$ cat config.mk
export PLATFORM = sky130hd
export DESIGN_NAME = correlator_dump_frame_formatter
export DESIGN_NICKNAME = d
export VERILOG_FILES = /design/src/rtl/correlator_dump_frame_formatter.v
export VERILOG_INCLUDE_DIRS = /design/src /design/src/rtl
export SDC_FILE = /design/constraint.sdc
export NUM_CORES = 1
export LEC_CHECK = 0
export BUFFER_PORTS_ARGS = -buffer_cell sky130_fd_sc_hd__buf_2
export CAP_MARGIN = 20
export CORE_UTILIZATION = 30
export DETAILED_ROUTE_END_ITERATION = 7
export PLACE_DENSITY = 0.54
export SLEW_MARGIN = 10
export SYNTH_ARGS = -nofsm -noshare
export SYNTH_HDL_FRONTEND = slang
export SYNTH_SLANG_ARGS = --single-unit
$ cat constraint.sdc
create_clock -name clk -period 4.36 [get_ports clk]
set_input_delay 0.872 -clock clk [delete_from_list [all_inputs] [get_ports clk]]
set_output_delay 0.872 -clock clk [all_outputs]
set_load 0.05 [all_outputs]
$ cat src/rtl/dump_frame_regs.vh
`ifndef DUMP_FRAME_REGS_VH
`define DUMP_FRAME_REGS_VH

// ----------------------------------------
// Register byte addresses
// ----------------------------------------
`define REG_CTRL        6'h00
`define REG_BOARD       6'h04
`define REG_IDENT       6'h08
`define REG_SOURCE      6'h0C
`define REG_BIN         6'h10
`define REG_DELAY       6'h14
`define REG_CENTRE      6'h18
`define REG_EDGE        6'h1C
`define REG_BIAS        6'h20
`define REG_SECONDS     6'h24
`define REG_SAMPLES     6'h28

// ----------------------------------------
// Control and status fields
// ----------------------------------------
`define CTRL_GO_BIT     0
`define CTRL_FAST_BIT   1
`define STAT_BUSY_BIT   0
`define STAT_FAST_BIT   1

// ----------------------------------------
// Frame layout
// ----------------------------------------
`define FRAME_WORDS     9'h10A
`define IDX_LAG_FIRST   9'h009
`define IDX_SYNC_END    9'h108
`define IDX_CHECKSUM    9'h109
`define SYNC_START      32'h55555555
`define SYNC_END_HIGH   22'h1C71C7
`define TYPE_ACCUM      3'h4
`define TYPE_FAST       3'h3
`define EPOCH_1970      3'h0
`define LINK_PERIOD_NS  400
`define CLK_PERIOD_NS   50

`endif

$ cat src/rtl/correlator_dump_frame_formatter.v
`timescale 1ns/10ps
`include "dump_frame_regs.vh"

module correlator_dump_frame_formatter
  #(
  parameter BOARD_ID_W = 10
  )
  (
  // Clock and reset
  input  wire        clk,
  input  wire        rst_n,
  // Register port
  input  wire [5:0]  reg_addr,
  input  wire [31:0] reg_wdata,
  input  wire        reg_wr,
  input  wire        reg_rd,
  output reg  [31:0] reg_rdata,
  // Lag data read port
  output reg  [7:0]  lag_addr,
  output reg         lag_src_chip,
  input  wire [31:0] lag_data,
  // Scheduler
  input  wire        tx_enable,
  output reg         tx_done,
  // Link transmit side
  input  wire        link_clk_in,
  output reg  [31:0] link_data,
  output reg         link_valid,
  output reg         link_drive_en
  );

  // ----------------------------------------
  // States
  // ----------------------------------------
  localparam S_IDLE = 4'b0001;
  localparam S_WAIT = 4'b0010;
  localparam S_SEND = 4'b0100;
  localparam S_DONE = 4'b1000;

  reg  [3:0]            state;
  reg  [8:0]            idx;
  reg  [31:0]           csum;
  reg                   fast;
  reg  [15:0]           frame_count;

  reg  [BOARD_ID_W-1:0] board_id;
  reg  [31:0]           ident;
  reg  [3:0]            cross_correlator_index;
  reg  [5:0]            correlator_chip_index;
  reg  [3:0]            x_harmonic_phase_offset;
  reg  [3:0]            y_harmonic_phase_offset;
  reg  [15:0]           bin_number;
  reg  [8:0]            dump_count;
  reg  [7:0]            x_delay_block_count;
  reg  [7:0]            y_delay_block_count;
  reg  [31:0]           centre_valid_sample_count;
  reg  [31:0]           edge_valid_sample_count;
  reg  [31:0]           data_bias;
  reg  [31:0]           epoch_seconds;
  reg  [2:0]            epoch_code;
  reg  [28:0]           sample_count;

  // ----------------------------------------
  // Input synchronisers
  // ----------------------------------------
  reg  link_meta;
  reg  link_sync;
  reg  link_prev;
  reg  en_meta;
  reg  en_sync;
  wire link_edge;

  always @(posedge clk or negedge rst_n)
  begin
    if (!rst_n)
    begin
      link_meta <= 1'b0;
      link_sync <= 1'b0;
      link_prev <= 1'b0;
      en_meta   <= 1'b0;
      en_sync   <= 1'b0;
    end
    else
    begin
      link_meta <= link_clk_in;
      link_sync <= link_meta;
      link_prev <= link_sync;
      en_meta   <= tx_enable;
      en_sync   <= en_meta;
    end
  end

  // Rising link clock seen in the local domain
  assign link_edge = link_sync & ~link_prev;

  // ----------------------------------------
  // Register writes
  // ----------------------------------------
  wire go_write;

  assign go_write = reg_wr && (reg_addr == `REG_CTRL) && reg_wdata[`CTRL_GO_BIT];

  always @(posedge clk or negedge rst_n)
  begin
    if (!rst_n)
    begin
      board_id                  <= {BOARD_ID_W{1'b0}};
      ident                     <= 32'h00000000;
      cross_correlator_index    <= 4'h0;
      correlator_chip_index     <= 6'h00;
      x_harmonic_phase_offset   <= 4'h0;
      y_harmonic_phase_offset   <= 4'h0;
      bin_number                <= 16'h0000;
      dump_count                <= 9'h000;
      x_delay_block_count       <= 8'h00;
      y_delay_block_count       <= 8'h00;
      centre_valid_sample_count <= 32'h00000000;
      edge_valid_sample_count   <= 32'h00000000;
      data_bias                 <= 32'h00000000;
      epoch_seconds             <= 32'h00000000;
      epoch_code                <= `EPOCH_1970;
      sample_count              <= 29'h00000000;
    end
    else if (reg_wr)
    begin
      // Header contents may be updated while a frame is sent; the
      // producer should write them only while idle
      case (reg_addr)
        `REG_BOARD:
          board_id <= reg_wdata[BOARD_ID_W-1:0];
        `REG_IDENT:
          ident <= reg_wdata;
        `REG_SOURCE:
        begin
          cross_correlator_index  <= reg_wdata[3:0];
          correlator_chip_index   <= reg_wdata[9:4];
          x_harmonic_phase_offset <= reg_wdata[19:16];
          y_harmonic_phase_offset <= reg_wdata[23:20];
        end
        `REG_BIN:
        begin
          bin_number <= reg_wdata[15:0];
          dump_count <= reg_wdata[24:16];
        end
        `REG_DELAY:
        begin
          x_delay_block_count <= reg_wdata[7:0];
          y_delay_block_count <= reg_wdata[15:8];
        end
        `REG_CENTRE:
          centre_valid_sample_count <= reg_wdata;
        `REG_EDGE:
          edge_valid_sample_count <= reg_wdata;
        `REG_BIAS:
          data_bias <= reg_wdata;
        `REG_SECONDS:
          epoch_seconds <= reg_wdata;
        `REG_SAMPLES:
        begin
          sample_count <= reg_wdata[28:0];
          epoch_code   <= reg_wdata[31:29];
        end
        default:
          board_id <= board_id;
      endcase
    end
  end

  // ----------------------------------------
  // Register reads
  // ----------------------------------------
  reg [31:0] next_rdata;

  always @*
  begin
    case (reg_addr)
      `REG_CTRL:
        next_rdata = {frame_count, 14'h0000, fast, (state != S_IDLE)};
      `REG_BOARD:
        next_rdata = {{(32-BOARD_ID_W){1'b0}}, board_id};
      `REG_IDENT:
        next_rdata = ident;
      `REG_SOURCE:
        next_rdata = {8'h00, y_harmonic_phase_offset, x_harmonic_phase_offset,
                      6'h00, correlator_chip_index, cross_correlator_index};
      `REG_BIN:
        next_rdata = {7'h00, dump_count, bin_number};
      `REG_DELAY:
        next_rdata = {16'h0000, y_delay_block_count, x_delay_block_count};
      `REG_CENTRE:
        next_rdata = centre_valid_sample_count;
      `REG_EDGE:
        next_rdata = edge_valid_sample_count;
      `REG_BIAS:
        next_rdata = data_bias;
      `REG_SECONDS:
        next_rdata = epoch_seconds;
      `REG_SAMPLES:
        next_rdata = {epoch_code, sample_count};
      default:
        next_rdata = 32'h00000000;
    endcase
  end

  // Zero outside the answer cycle, so a stale word is never taken
  // for fresh read data
  always @(posedge clk or negedge rst_n)
  begin
    if (!rst_n)
      reg_rdata <= 32'h00000000;
    else if (reg_rd)
      reg_rdata <= next_rdata;
    else
      reg_rdata <= 32'h00000000;
  end

  // ----------------------------------------
  // Word builder
  // ----------------------------------------
  reg [31:0] word;

  always @*
  begin
    case (idx)
      9'h000:
        word = `SYNC_START;
      9'h001:
        if (fast)
          word = {11'h000, correlator_chip_index, cross_correlator_index,
                  y_harmonic_phase_offset, x_harmonic_phase_offset,
                  `TYPE_FAST};
        else
          word = {bin_number, 3'h0, correlator_chip_index,
                  cross_correlator_index, `TYPE_ACCUM};
      9'h002:
        word = ident;
      9'h003:
        if (fast)
          word = {bin_number, y_delay_block_count, x_delay_block_count};
        else
          word = {7'h00, dump_count, y_delay_block_count,
                  x_delay_block_count};
      9'h004:
        word = centre_valid_sample_count;
      9'h005:
        word = edge_valid_sample_count;
      9'h006:
        word = fast ? data_bias : 32'h00000000;
      9'h007:
        word = epoch_seconds;
      9'h008:
        word = {epoch_code, sample_count};
      `IDX_SYNC_END:
        word = {`SYNC_END_HIGH, board_id};
      `IDX_CHECKSUM:
        word = csum;
      default:
        word = lag_data;
    endcase
  end

  // ----------------------------------------
  // Frame sequencer
  // ----------------------------------------
  wire [8:0] idx_plus;
  wire [8:0] lag_index;

  assign idx_plus  = idx + 9'h001;
  // Address leads the word by a whole link period, so the one-cycle
  // read latency is hidden behind the eight-cycle link clock
  assign lag_index = idx_plus - `IDX_LAG_FIRST;

  always @(posedge clk or negedge rst_n)
  begin
    if (!rst_n)
    begin
      state         <= S_IDLE;
      idx           <= 9'h000;
      csum          <= 32'h00000000;
      fast          <= 1'b0;
      frame_count   <= 16'h0000;
      lag_addr      <= 8'h00;
      lag_src_chip  <= 1'b0;
      tx_done       <= 1'b0;
      link_data     <= 32'h00000000;
      link_valid    <= 1'b0;
      link_drive_en <= 1'b0;
    end
    else
    begin
      tx_done <= 1'b0;
      case (state)
        S_IDLE:
        begin
          idx  <= 9'h000;
          csum <= 32'h00000000;
          if (go_write)
          begin
            fast         <= reg_wdata[`CTRL_FAST_BIT];
            lag_src_chip <= reg_wdata[`CTRL_FAST_BIT];
            state        <= S_WAIT;
          end
        end
        S_WAIT:
        begin
          if (en_sync)
          begin
            link_drive_en <= 1'b1;
            state         <= S_SEND;
          end
        end
        S_SEND:
        begin
          if (link_edge)
          begin
            // Once started, the frame runs to the end even if the
            // enable drops: no gaps, no partial frames
            if (idx == `FRAME_WORDS)
            begin
              link_valid <= 1'b0;
              state      <= S_DONE;
            end
            else
            begin
              link_data  <= word;
              link_valid <= 1'b1;
              if (idx != `IDX_CHECKSUM)
                csum <= csum + word;
              idx        <= idx_plus;
              lag_addr   <= lag_index[7:0];
            end
          end
        end
        S_DONE:
        begin
          // Drivers released with the done pulse, so the scheduler can
          // hand the link to the next sender at once
          tx_done       <= 1'b1;
          link_drive_en <= 1'b0;
          frame_count   <= frame_count + 16'h0001;
          state         <= S_IDLE;
        end
        default:
          state <= S_IDLE;
      endcase
    end
  end

endmodule

After elaboration in Yosys (flattened, before gate mapping)
Cells that the tools add are included.
{ "op_classes": {"muxes": 22, "add_sub_neg": 4, "reduce_logical": 23, "eq_ne": 33, "n_bitwise": 3} }
{ "op_table": {"columns": ["op", "count"], "rows": [
  ["case mux 32 bit (11 select lines)", 2],
  ["two-way mux 32 bit", 7],
  ["case mux 32 bit (2 select lines)", 1],
  ["equality test 9 x 3 -> 1 bit (second input constant)", 4],
  ["adder 32 bit", 1],
  ["equality test 9 bit (second input constant)", 3],
  ["AND reduction 2 bit", 13],
  ["equality test 6 x 5 -> 1 bit (second input constant)", 4],
  ["equality test 6 bit (second input constant)", 3],
  ["equality test 9 x 2 -> 1 bit (second input constant)", 2],
  ["two-way mux 9 bit", 2],
  ["case mux 9 bit (2 select lines)", 1],
  ["adder 16 x 1 -> 16 bit (second input constant)", 1],
  ["two-way mux 4 bit", 4],
  ["equality test 6 x 4 -> 1 bit (second input constant)", 2],
  ["!= test 2 bit (second input constant)", 6],
  ["case mux 4 bit (3 select lines)", 1],
  ["adder 9 x 1 -> 9 bit (second input constant)", 1],
  ["equality test 9 x 1 -> 1 bit (second input constant)", 1],
  ["equality test 9 x 4 -> 1 bit (second input constant)", 1],
  ["logical NOT 9 bit", 1],
  ["!= test 9 bit (second input constant)", 1],
  ["AND reduction 4 bit", 2],
  ["subtractor 8 x 4 -> 8 bit (second input constant)", 1],
  ["other kinds (14)", 20]
]} }
{ "totals": {"ff_bits": 403, "out_inout_bits": 76} }

Depth between registers and ports, before layout
Gate-level depths: netlist of run 1.
{ "logic_depth": {"word_depth": 7, "depth_mapped": 20, "ltp_nobuf": 19} }

Least setup slack after synthesis of run 1
No wires, ideal clock.
{ "synth_timing": {"path_type": "register to register", "start": "register idx[0]", "end": "register csum[28]", "t_arrival_ps": 4562, "path_stages_with_launch": 20, "setup_time_ps": 122, "period_less_slack_ps": 4683, "slack_ps": -323, "cell_sequence": "dfrtp_1 > inv_1 > ha_1 > or4_1 > a32o_1 > nand2_2 > clkbuf_1 > a22oi_1 > and4_1 > nand2_1 > ha_1 > inv_1 > fa_1 > o21ai_0 > a21o_1 > o31a_1 > a41o_1 > a31oi_1 > or3_1 > a32o_1"} }
{ "synth_between": {"elab_chain_cells": 7, "word_cells_on_any_way": 22} }
{ "synth_rtl": {"columns": ["element", "line", "text"], "rows": [
  ["start, declared", "correlator_dump_frame_formatter.v:41", "reg [8:0] idx;"],
  ["start signal, assigned", "correlator_dump_frame_formatter.v:329", "idx <= idx_plus;"],
  ["equality test 9 bit, or another cell as far along", "correlator_dump_frame_formatter.v:224", "case (idx)"],
  ["case mux 32 bit (11 select lines) *", "correlator_dump_frame_formatter.v:224", null],
  ["net word[0]", "correlator_dump_frame_formatter.v:220", "reg [31:0] word;"],
  ["adder 32 bit *", "correlator_dump_frame_formatter.v:328", "csum <= csum + word;"],
  ["two-way mux 32 bit *", "correlator_dump_frame_formatter.v:327", "if (idx != `IDX_CHECKSUM)"],
  ["two-way mux 32 bit *", "correlator_dump_frame_formatter.v:318", "if (idx == `FRAME_WORDS)"],
  ["two-way mux 32 bit *", "correlator_dump_frame_formatter.v:314", "if (link_edge)"],
  ["case mux 32 bit (2 select lines) *", "correlator_dump_frame_formatter.v:292", "case (state)"],
  ["end signal, assigned", "correlator_dump_frame_formatter.v:328", null],
  ["end, declared", "correlator_dump_frame_formatter.v:42", "reg [31:0] csum;"]
]} }
The timed path passes the listed nets; every way through them passes the cells marked *. The select of a mux whose other input is x is not followed.
A chain may end at the register's enable or synchronous reset.

Worst setup path after layout of run 1
Same ends and word-level chain as after synthesis.

==> summary.md, run 1 <==
| Metric | Value |
|---|---|
| Result of the run | `completed` |
| CTS tree | `done` |
| Initial Util | `a little under a third` |
| Crit. End Element | `flop` |
| Core area | `0.06871 sq mm` |
| Worst setup endpoint | `csum[28]` |
| H-tree depth | `2` |
| Fmax | `0.2347 GHz` |
| P&R area growth vs syn | `27.14%` |
| Top_reg_cell synth | `dfrtp_1` |
| P_leak | `about 12 nW` |
| Post-synthesis register bit count | `403` |
| Hold_ws | `0.2654 ns` |
| Total track usage | `23.30%` |
| FF-to-FF setup slack | `0.1 ns` |
| Multi-input gate area | `around 0.011 sq mm` |
| Largest net degree at the start of global routing | `103` |
| Count leader, synth | `dfrtp_1` |
| Type of the tightest min-delay check | `input pin to async pin` |
| Overall Power | `9.333 mW` |
| R2R depth | `18` |
| CP Max Fanout | `9` |
| Proportion of layout cells with a drive suffix above 1 | `38.90%` |
| Filler cells | `between 6000 and 7000` |
| Post-route minimum period | `about 4.3 ns` |
| GRT overflow | `0` |
| Detailed Route WL | `between 80 and 90 mm` |
| First-pass GRT wire length | `122.7 mm` |
| Clk sink count | `403` |
| Worst EP required | `4.85 ns` |
| Max Cap Viol | `0` |
| Post-synth EDFFs | `0` |
| Relative slew slack | `43.59%` |
| NumNets Final | `2336` |
| Top Ports | `~150` |
| Die Y | `265.9 um` |
| Worst vdd ir | `about 0.25 mV` |
| PortBufs | `151` |
| Crit Path Category | `flop to flop` |
| Vias per cell | `between 5 and 6` |
| Worst setup path start | `idx[0]` |
| Synth area leaders | `dfrtp_1, mux2_2, nand2_1` |
| Setup violators final | `0` |
| Design area | `approximately 0.027 sq mm` |
| Arrival @ worst endpoint | `between 4 and 5 ns` |
| Final Core Density | `38.67%` |
| CTS clk-pin slew, worst paths | `0.06 ns` |
| Final setup margin | `0.09887 ns` |
| Mapped Nets | `2025` |
| Yosys top cell area share | `48.14%` |
| Vias | `18070` |
| Cell area power density | `351.3 mW/mm^2` |
| Post-synthesis sequential area ratio | `48.27%` |
| Worst-margin pin slew | `0.8461 ns` |
| Initial antenna violation count | `12` |
| Worst R2R Start | `idx[0]` |
| Die Span X | `265.9 um` |
| Drt pass-1 iters | `6` |
| Post-DP HPWL | `59.80 mm` |
| DRC Markers | `0` |
| Asr flop ratio synth | `100.0%` |
| Crit Reg-Reg Endpoint | `csum[28]` |
| DR WL/cell | `26.27 um` |
| Cell taking the most area after synthesis | `dfrtp_1` |
| Die Footprint | `between 0.07 and 0.08 sq mm` |
| Register area | `between 0.01 and 0.015 sq mm` |
| Cell Rows | `96` |
| Area of the mapped netlist | `0.02090 sq mm` |
| Netlist cell types | `81` |
| Commonest cells post-synth | `dfrtp_1, mux2_2, nand2_1` |
| Mean Syn Cell Area | `10.98 sq um` |
| Period utilization | `97.73%` |
| Fin. Hold Viols | `0` |
| Startpoint types | `flop` |
| Root Buffer | `clkbuf_16` |
| Gp weighted congestion | `0.9726` |
| CTS Buffer Depth | `3` |
| Vias in the first global route | `18120` |
| DP Area | `0.02418 sq mm` |
| Max-slew violation count | `0` |
| Clock skew | `0.02336 ns` |
| Synth warn | `0` |
| Post-route ant nets | `0` |
| Clk_lat worst skew | `0.60 ns` |
| Total CTS buffers | `46` |
| Cells after synthesis | `1903` |
| 1st-iter DRT viols | `2234` |
| Worst slack, placed | `-0.2254 ns` |
## kinds of logic (layout without fill, tap and decap cells)
group	Yosys count	count (layout)	share of synthesized area, %
compound gates	487	487	16.36
xor+xnor	53	53	2.221
fa+ha+maj	46	46	2.790
buf+inv	153	502	3.042
flops	403	403	48.27
mux	328	328	17.51
other cells	0	6	0
simple gates	433	433	9.802
## routing by layer
metal	track usage (%)	share of wire [%]
met5	0	0.061
met3	5.046	9.3
met4	9.459	4.3
met1	31.80	42
met2	35.71	44
## sequential cells by signal (all words and copies together) (netlist names), 8 cells and up
name,cells
bin_number,16
board_id,10
centre_valid_sample_count,32
csum,32
data_bias,32
dump_count,9
edge_valid_sample_count,32
epoch_seconds,32
frame_count,16
ident,32
idx,9
lag_addr,8
link_data,32
reg_rdata,32
sample_count,29
x_delay_block_count,8
y_delay_block_count,8
## worst min path at each step
| stage | end | depth (start not counted) |
|---|---|---|
| global route | tx_done | 1 |
| detailed placement | en_sync | 0 |
| global placement | en_sync | 0 |
| finish | tx_done | 1 |
| floorplan | en_sync | 0 |
| CTS | tx_done | 1 |
## layout by cell type, fill, tap and decap left out, types with 9 or more instances in the layout
cell / netlist / routed
a21o_1: 15 / 15
a221oi_2: 0 / 9
a22oi_1: 89 / 89
clkbuf_16: 0 / 46
nor2_1: 82 / 76
ha_1: 45 / 27
buf_4: 6 / 215
nand2_1: 216 / 204
buf_12: 0 / 13
a21oi_1: 75 / 68
xor2_1: 26 / 26
nand4_1: 13 / 13
a31oi_1: 35 / 31
xnor2_1: 27 / 27
nand3_1: 30 / 24
o21ai_0: 107 / 97
buf_2: 24 / 149
and3_1: 15 / 12
nand2_2: 1 / 10
clkbuf_1: 77 / 9
buf_6: 1 / 18
nor3_1: 13 / 10
o21ai_1: 2 / 10
a22o_1: 17 / 17
ha_4: 0 / 14
inv_1: 18 / 15
mux2i_1: 45 / 45
clkbuf_8: 0 / 13
dfrtp_1: 402 / 400
mux2_2: 281 / 281
a222oi_1: 51 / 51
a221oi_1: 44 / 33
## worst max-delay path: stages, from the launching register on
cell and delay [ns]:
dfrtp_2 0.39, inv_2 0.07, ha_4 0.18, buf_4 0.13, buf_4 0.14, and3_2 0.24, buf_6 0.17, a222oi_1 0.54
buf_4 0.21, nand2_1 0.10, ha_4 0.30, nand2_1 0.10, nor3_2 0.19, a21o_1 0.16, o31a_1 0.23, a41o_4 0.28
a31oi_4 0.10, or3_1 0.37, a32o_1 0.25
## report_power, final
group          leakage [nW]  total, mW  internal [mW]  switching (mW)
sequential             5.31       4.46           4.08           0.387
combinational          5.96      0.797          0.373           0.424
clock                 0.779       4.07           2.41            1.66
## layout make-up
type	instances	area share (%)
repair buffers	398	10.79
flip-flops and latches	403	37.97
clock inverters	18	0.8194
well taps	931	4.384
diodes	6	0.05651
clock buffers	68	5.133
multi-input cells	1347	40.57
inverters	18	0.2731
## stage by stage
step	TNS, ns	cells
after floorplan	0	1903
after global placement	-0.5242	3076
after detailed placement	-1.306	3076
after CTS	0	3169
after global routing	-0.03607	3186
final	0	3189
## timing repair
item	CTS	global route
gates resized for setup	24	110
hold buffers	0	0
cloned	0	0
pin swaps	6	44
buffers inserted	7	14
setup endpoints to repair	12	17
Power figures use the tool's default switching activity.
==> inputs of run 2 (changes only) <==
- CORE_ASPECT_RATIO: not set -> 0.75
==> run 2 against run 1 <==
The flow now finishes with violations (design-rule violations, negative setup slack). Clock-buffer cell count is 8 lower. Total power is 0.14% higher. Global-route usage is 0.48 points higher. Flip-flop and latch count stayed put. Critical endpoint unchanged. Largest power group unchanged.
==> summary.md, run 2 (synthesized netlist as in run 1, its figures left out) <==
| Metric | Value |
|---|---|
| Die Y | `230.6 um` |
| CTS clk-pin slew, worst paths | `roughly 0.060 ns` |
| Worst vdd ir | `0.2708 mV` |
| Final Core Density | `39.44%` |
| Vias in the first global route | `~18000` |
| Crit. End Element | `flop` |
| Crit path cell chain | `inv_4, ha_4, or4_4, a32o_2, nand2_4, a22oi_2, and4_1, nand2_2, ha_4, inv_1, fa_2, o21ai_2, a21o_1, o31a_1, a41o_1, a31oi_2, or3_1, a32o_2` |
| Setup TNS | `-0.03240 ns` |
| CTS Buffer Depth | `3` |
| Clk_lat worst skew | `about 0.6 ns` |
| Die Span X | `306.8 um` |
| Die Footprint | `0.07072 sq mm` |
| Worst-margin pin slew | `0.9534 ns` |
| FF-to-FF setup slack | `-0.03 ns` |
| Total track usage | `23.78%` |
| Detailed Route WL | `85.54 mm` |
| Cts hold-fix bufs | `0` |
| Core area | `0.06864 sq mm` |
| Period utilization | `100.7%` |
| Relative slew slack | `36.44%` |
| Dpl cells | `3094` |
| 1st-iter DRT viols | `2323` |
| Worst slack, placed | `-0.4553 ns` |
| Drt pass-1 iters | `8` |
| Fmax | `roughly 0.23 GHz` |
| P&R area growth vs syn | `29.57%` |
| DR WL/cell | `26.53 um` |
| Initial antenna violation count | `6` |
| H-tree depth | `2` |
| Cell area power density | `345.2 mW/mm^2` |
| Clock skew | `0.01527 ns` |
| Result of the run | `finished with violations` |
| Crit Path Category | `flop to flop` |
| Root Buffer | `clkbuf_16` |
| Gp weighted congestion | `0.9435` |
| Setup violators final | `2` |
| Clk sink count | `403` |
| Cell Rows | `83` |
| Type of the tightest min-delay check | `flop to flop` |
| NumNets Final | `between 2000 and 2500` |
| Routing usage on met1 | `approximately a third` |
| Failing checks | `design-rule violations, negative setup slack` |
| Non-Filler Instances | `3224` |
| M3 GR Usage | `~7.1%` |
| RSZ-0062 raised after global routing | `true` |
| Startpoint types | `flop` |
| Fin. Hold Viols | `0` |
| Slowest CP cell | `or4_4` |
| Vias per cell | `5.673` |
| Most common cell after layout, fill and taps aside | `dfrtp_1` |
| Arrival @ worst endpoint | `4.86 ns` |
| Max-slew violation count | `0` |
| DRC Markers | `3` |
| Total CTS buffers | `44` |
| Proportion of layout cells with a drive suffix above 1 | `40.83%` |
| Max Cap Viol | `0` |
| Most frequent cells in the layout | `dfrtp_1, mux2_2, buf_4` |
| Worst EP required | `4.83 ns` |
| Initial Util | `30.44%` |
| PortBufs | `151` |
| CTS tree | `done` |
| Largest net degree at the start of global routing | `109` |
| CP max stage delay | `0.50 ns` |
| Post-route minimum period | `4.390 ns` |
| Vias | `18290` |
| Post-DP HPWL | `61.18 mm` |
| P_leak | `~12 nW` |
| Post-route ant nets | `0` |
| CP Max Fanout | `6` |
| M2 GR Usage | `33.71%` |
| First-pass GRT wire length | `124.5 mm` |
| Final setup margin | `-0.02994 ns` |
| GRT Max-Usage Layer | `met1` |
| Top Ports | `152` |
| GRT overflow | `0` |
==> run 2: layout make-up <==
cell class	instances	area, sq um
Fill cell	6671	41570
Multi-Input combinational cell	1348	10930
Sequential cell	403	10090
Timing Repair Buffer	438	3254
Clock buffer	60	1303
Tap cell	935	1170
Clock inverter	18	250.2
Inverter	18	72.57
Antenna cell	4	10.01
==> run 2: path summary, 6_finish.rpt <==
path / from / endpoint / cells past startpoint
worst max-delay path: idx[0] / csum[28] / 18
worst min-delay path: en_meta / en_sync / 0
worst max register to register: idx[0] / csum[28] / 18
worst min register to register: en_meta / en_sync / 0
max in group asynchronous: rst_n / link_data[6] / 2
min in group asynchronous: rst_n / tx_done / 1
==> run 2: power breakdown <==
part	switching (mW)	internal [mW]	leakage [nW]	total, mW
Combinational	0.436	0.374	6.25	0.810
Clock	1.64	2.44	0.761	4.07
Sequential	0.386	4.08	5.31	4.46
Total	2.46	6.89	12.3	9.35
==> run 2: critical path, delay by kind of cell (launching register included) <==
| kind | cells | cell delay (ns) |
|---|---|---|
| compound gates | 8 | 1.60 |
| fa+ha+maj | 3 | 0.67 |
| buf+inv | 2 | 0.12 |
| flops | 1 | 0.44 |
| simple gates | 5 | 1.44 |
==> run 2: routing by layer <==
| metal | vias to the layer above | part of all wire (%) | routed length, um |
|---|---|---|---|
| met3 | 175 | 11 | 9421 |
| met1 | 9232 | 45 | 38210 |
| li1 | 7853 | - | - |
| met4 | 8 | 2.9 | 2468 |
| met2 | 1021 | 41 | 35390 |
| met5 | - | 0.058 | 50 |
==> run 2: through the flow <==
stage | hold WS [ns] | instance area [sq um] | total power, mW
3_3_place_gp | 0.3337 | 24360 | 5.267
2_1_floorplan | 0.3312 | 20910 | 4.834
5_1_grt | 0.3544 | 27070 | 9.647
3_5_place_dp | 0.3347 | 24360 | 5.303
4_1_cts | 0.3461 | 26300 | 9.389
6_report | 0.3432 | 27070 | 9.346
==> run 2: what timing repair did <==
item / in CTS / in global routing
endpoints found under the setup margin: 17 / 14
pin swaps: 31 / 67
resized for setup: 57 / 102
buffers inserted: 17 / 29
cloned: 2 / 1
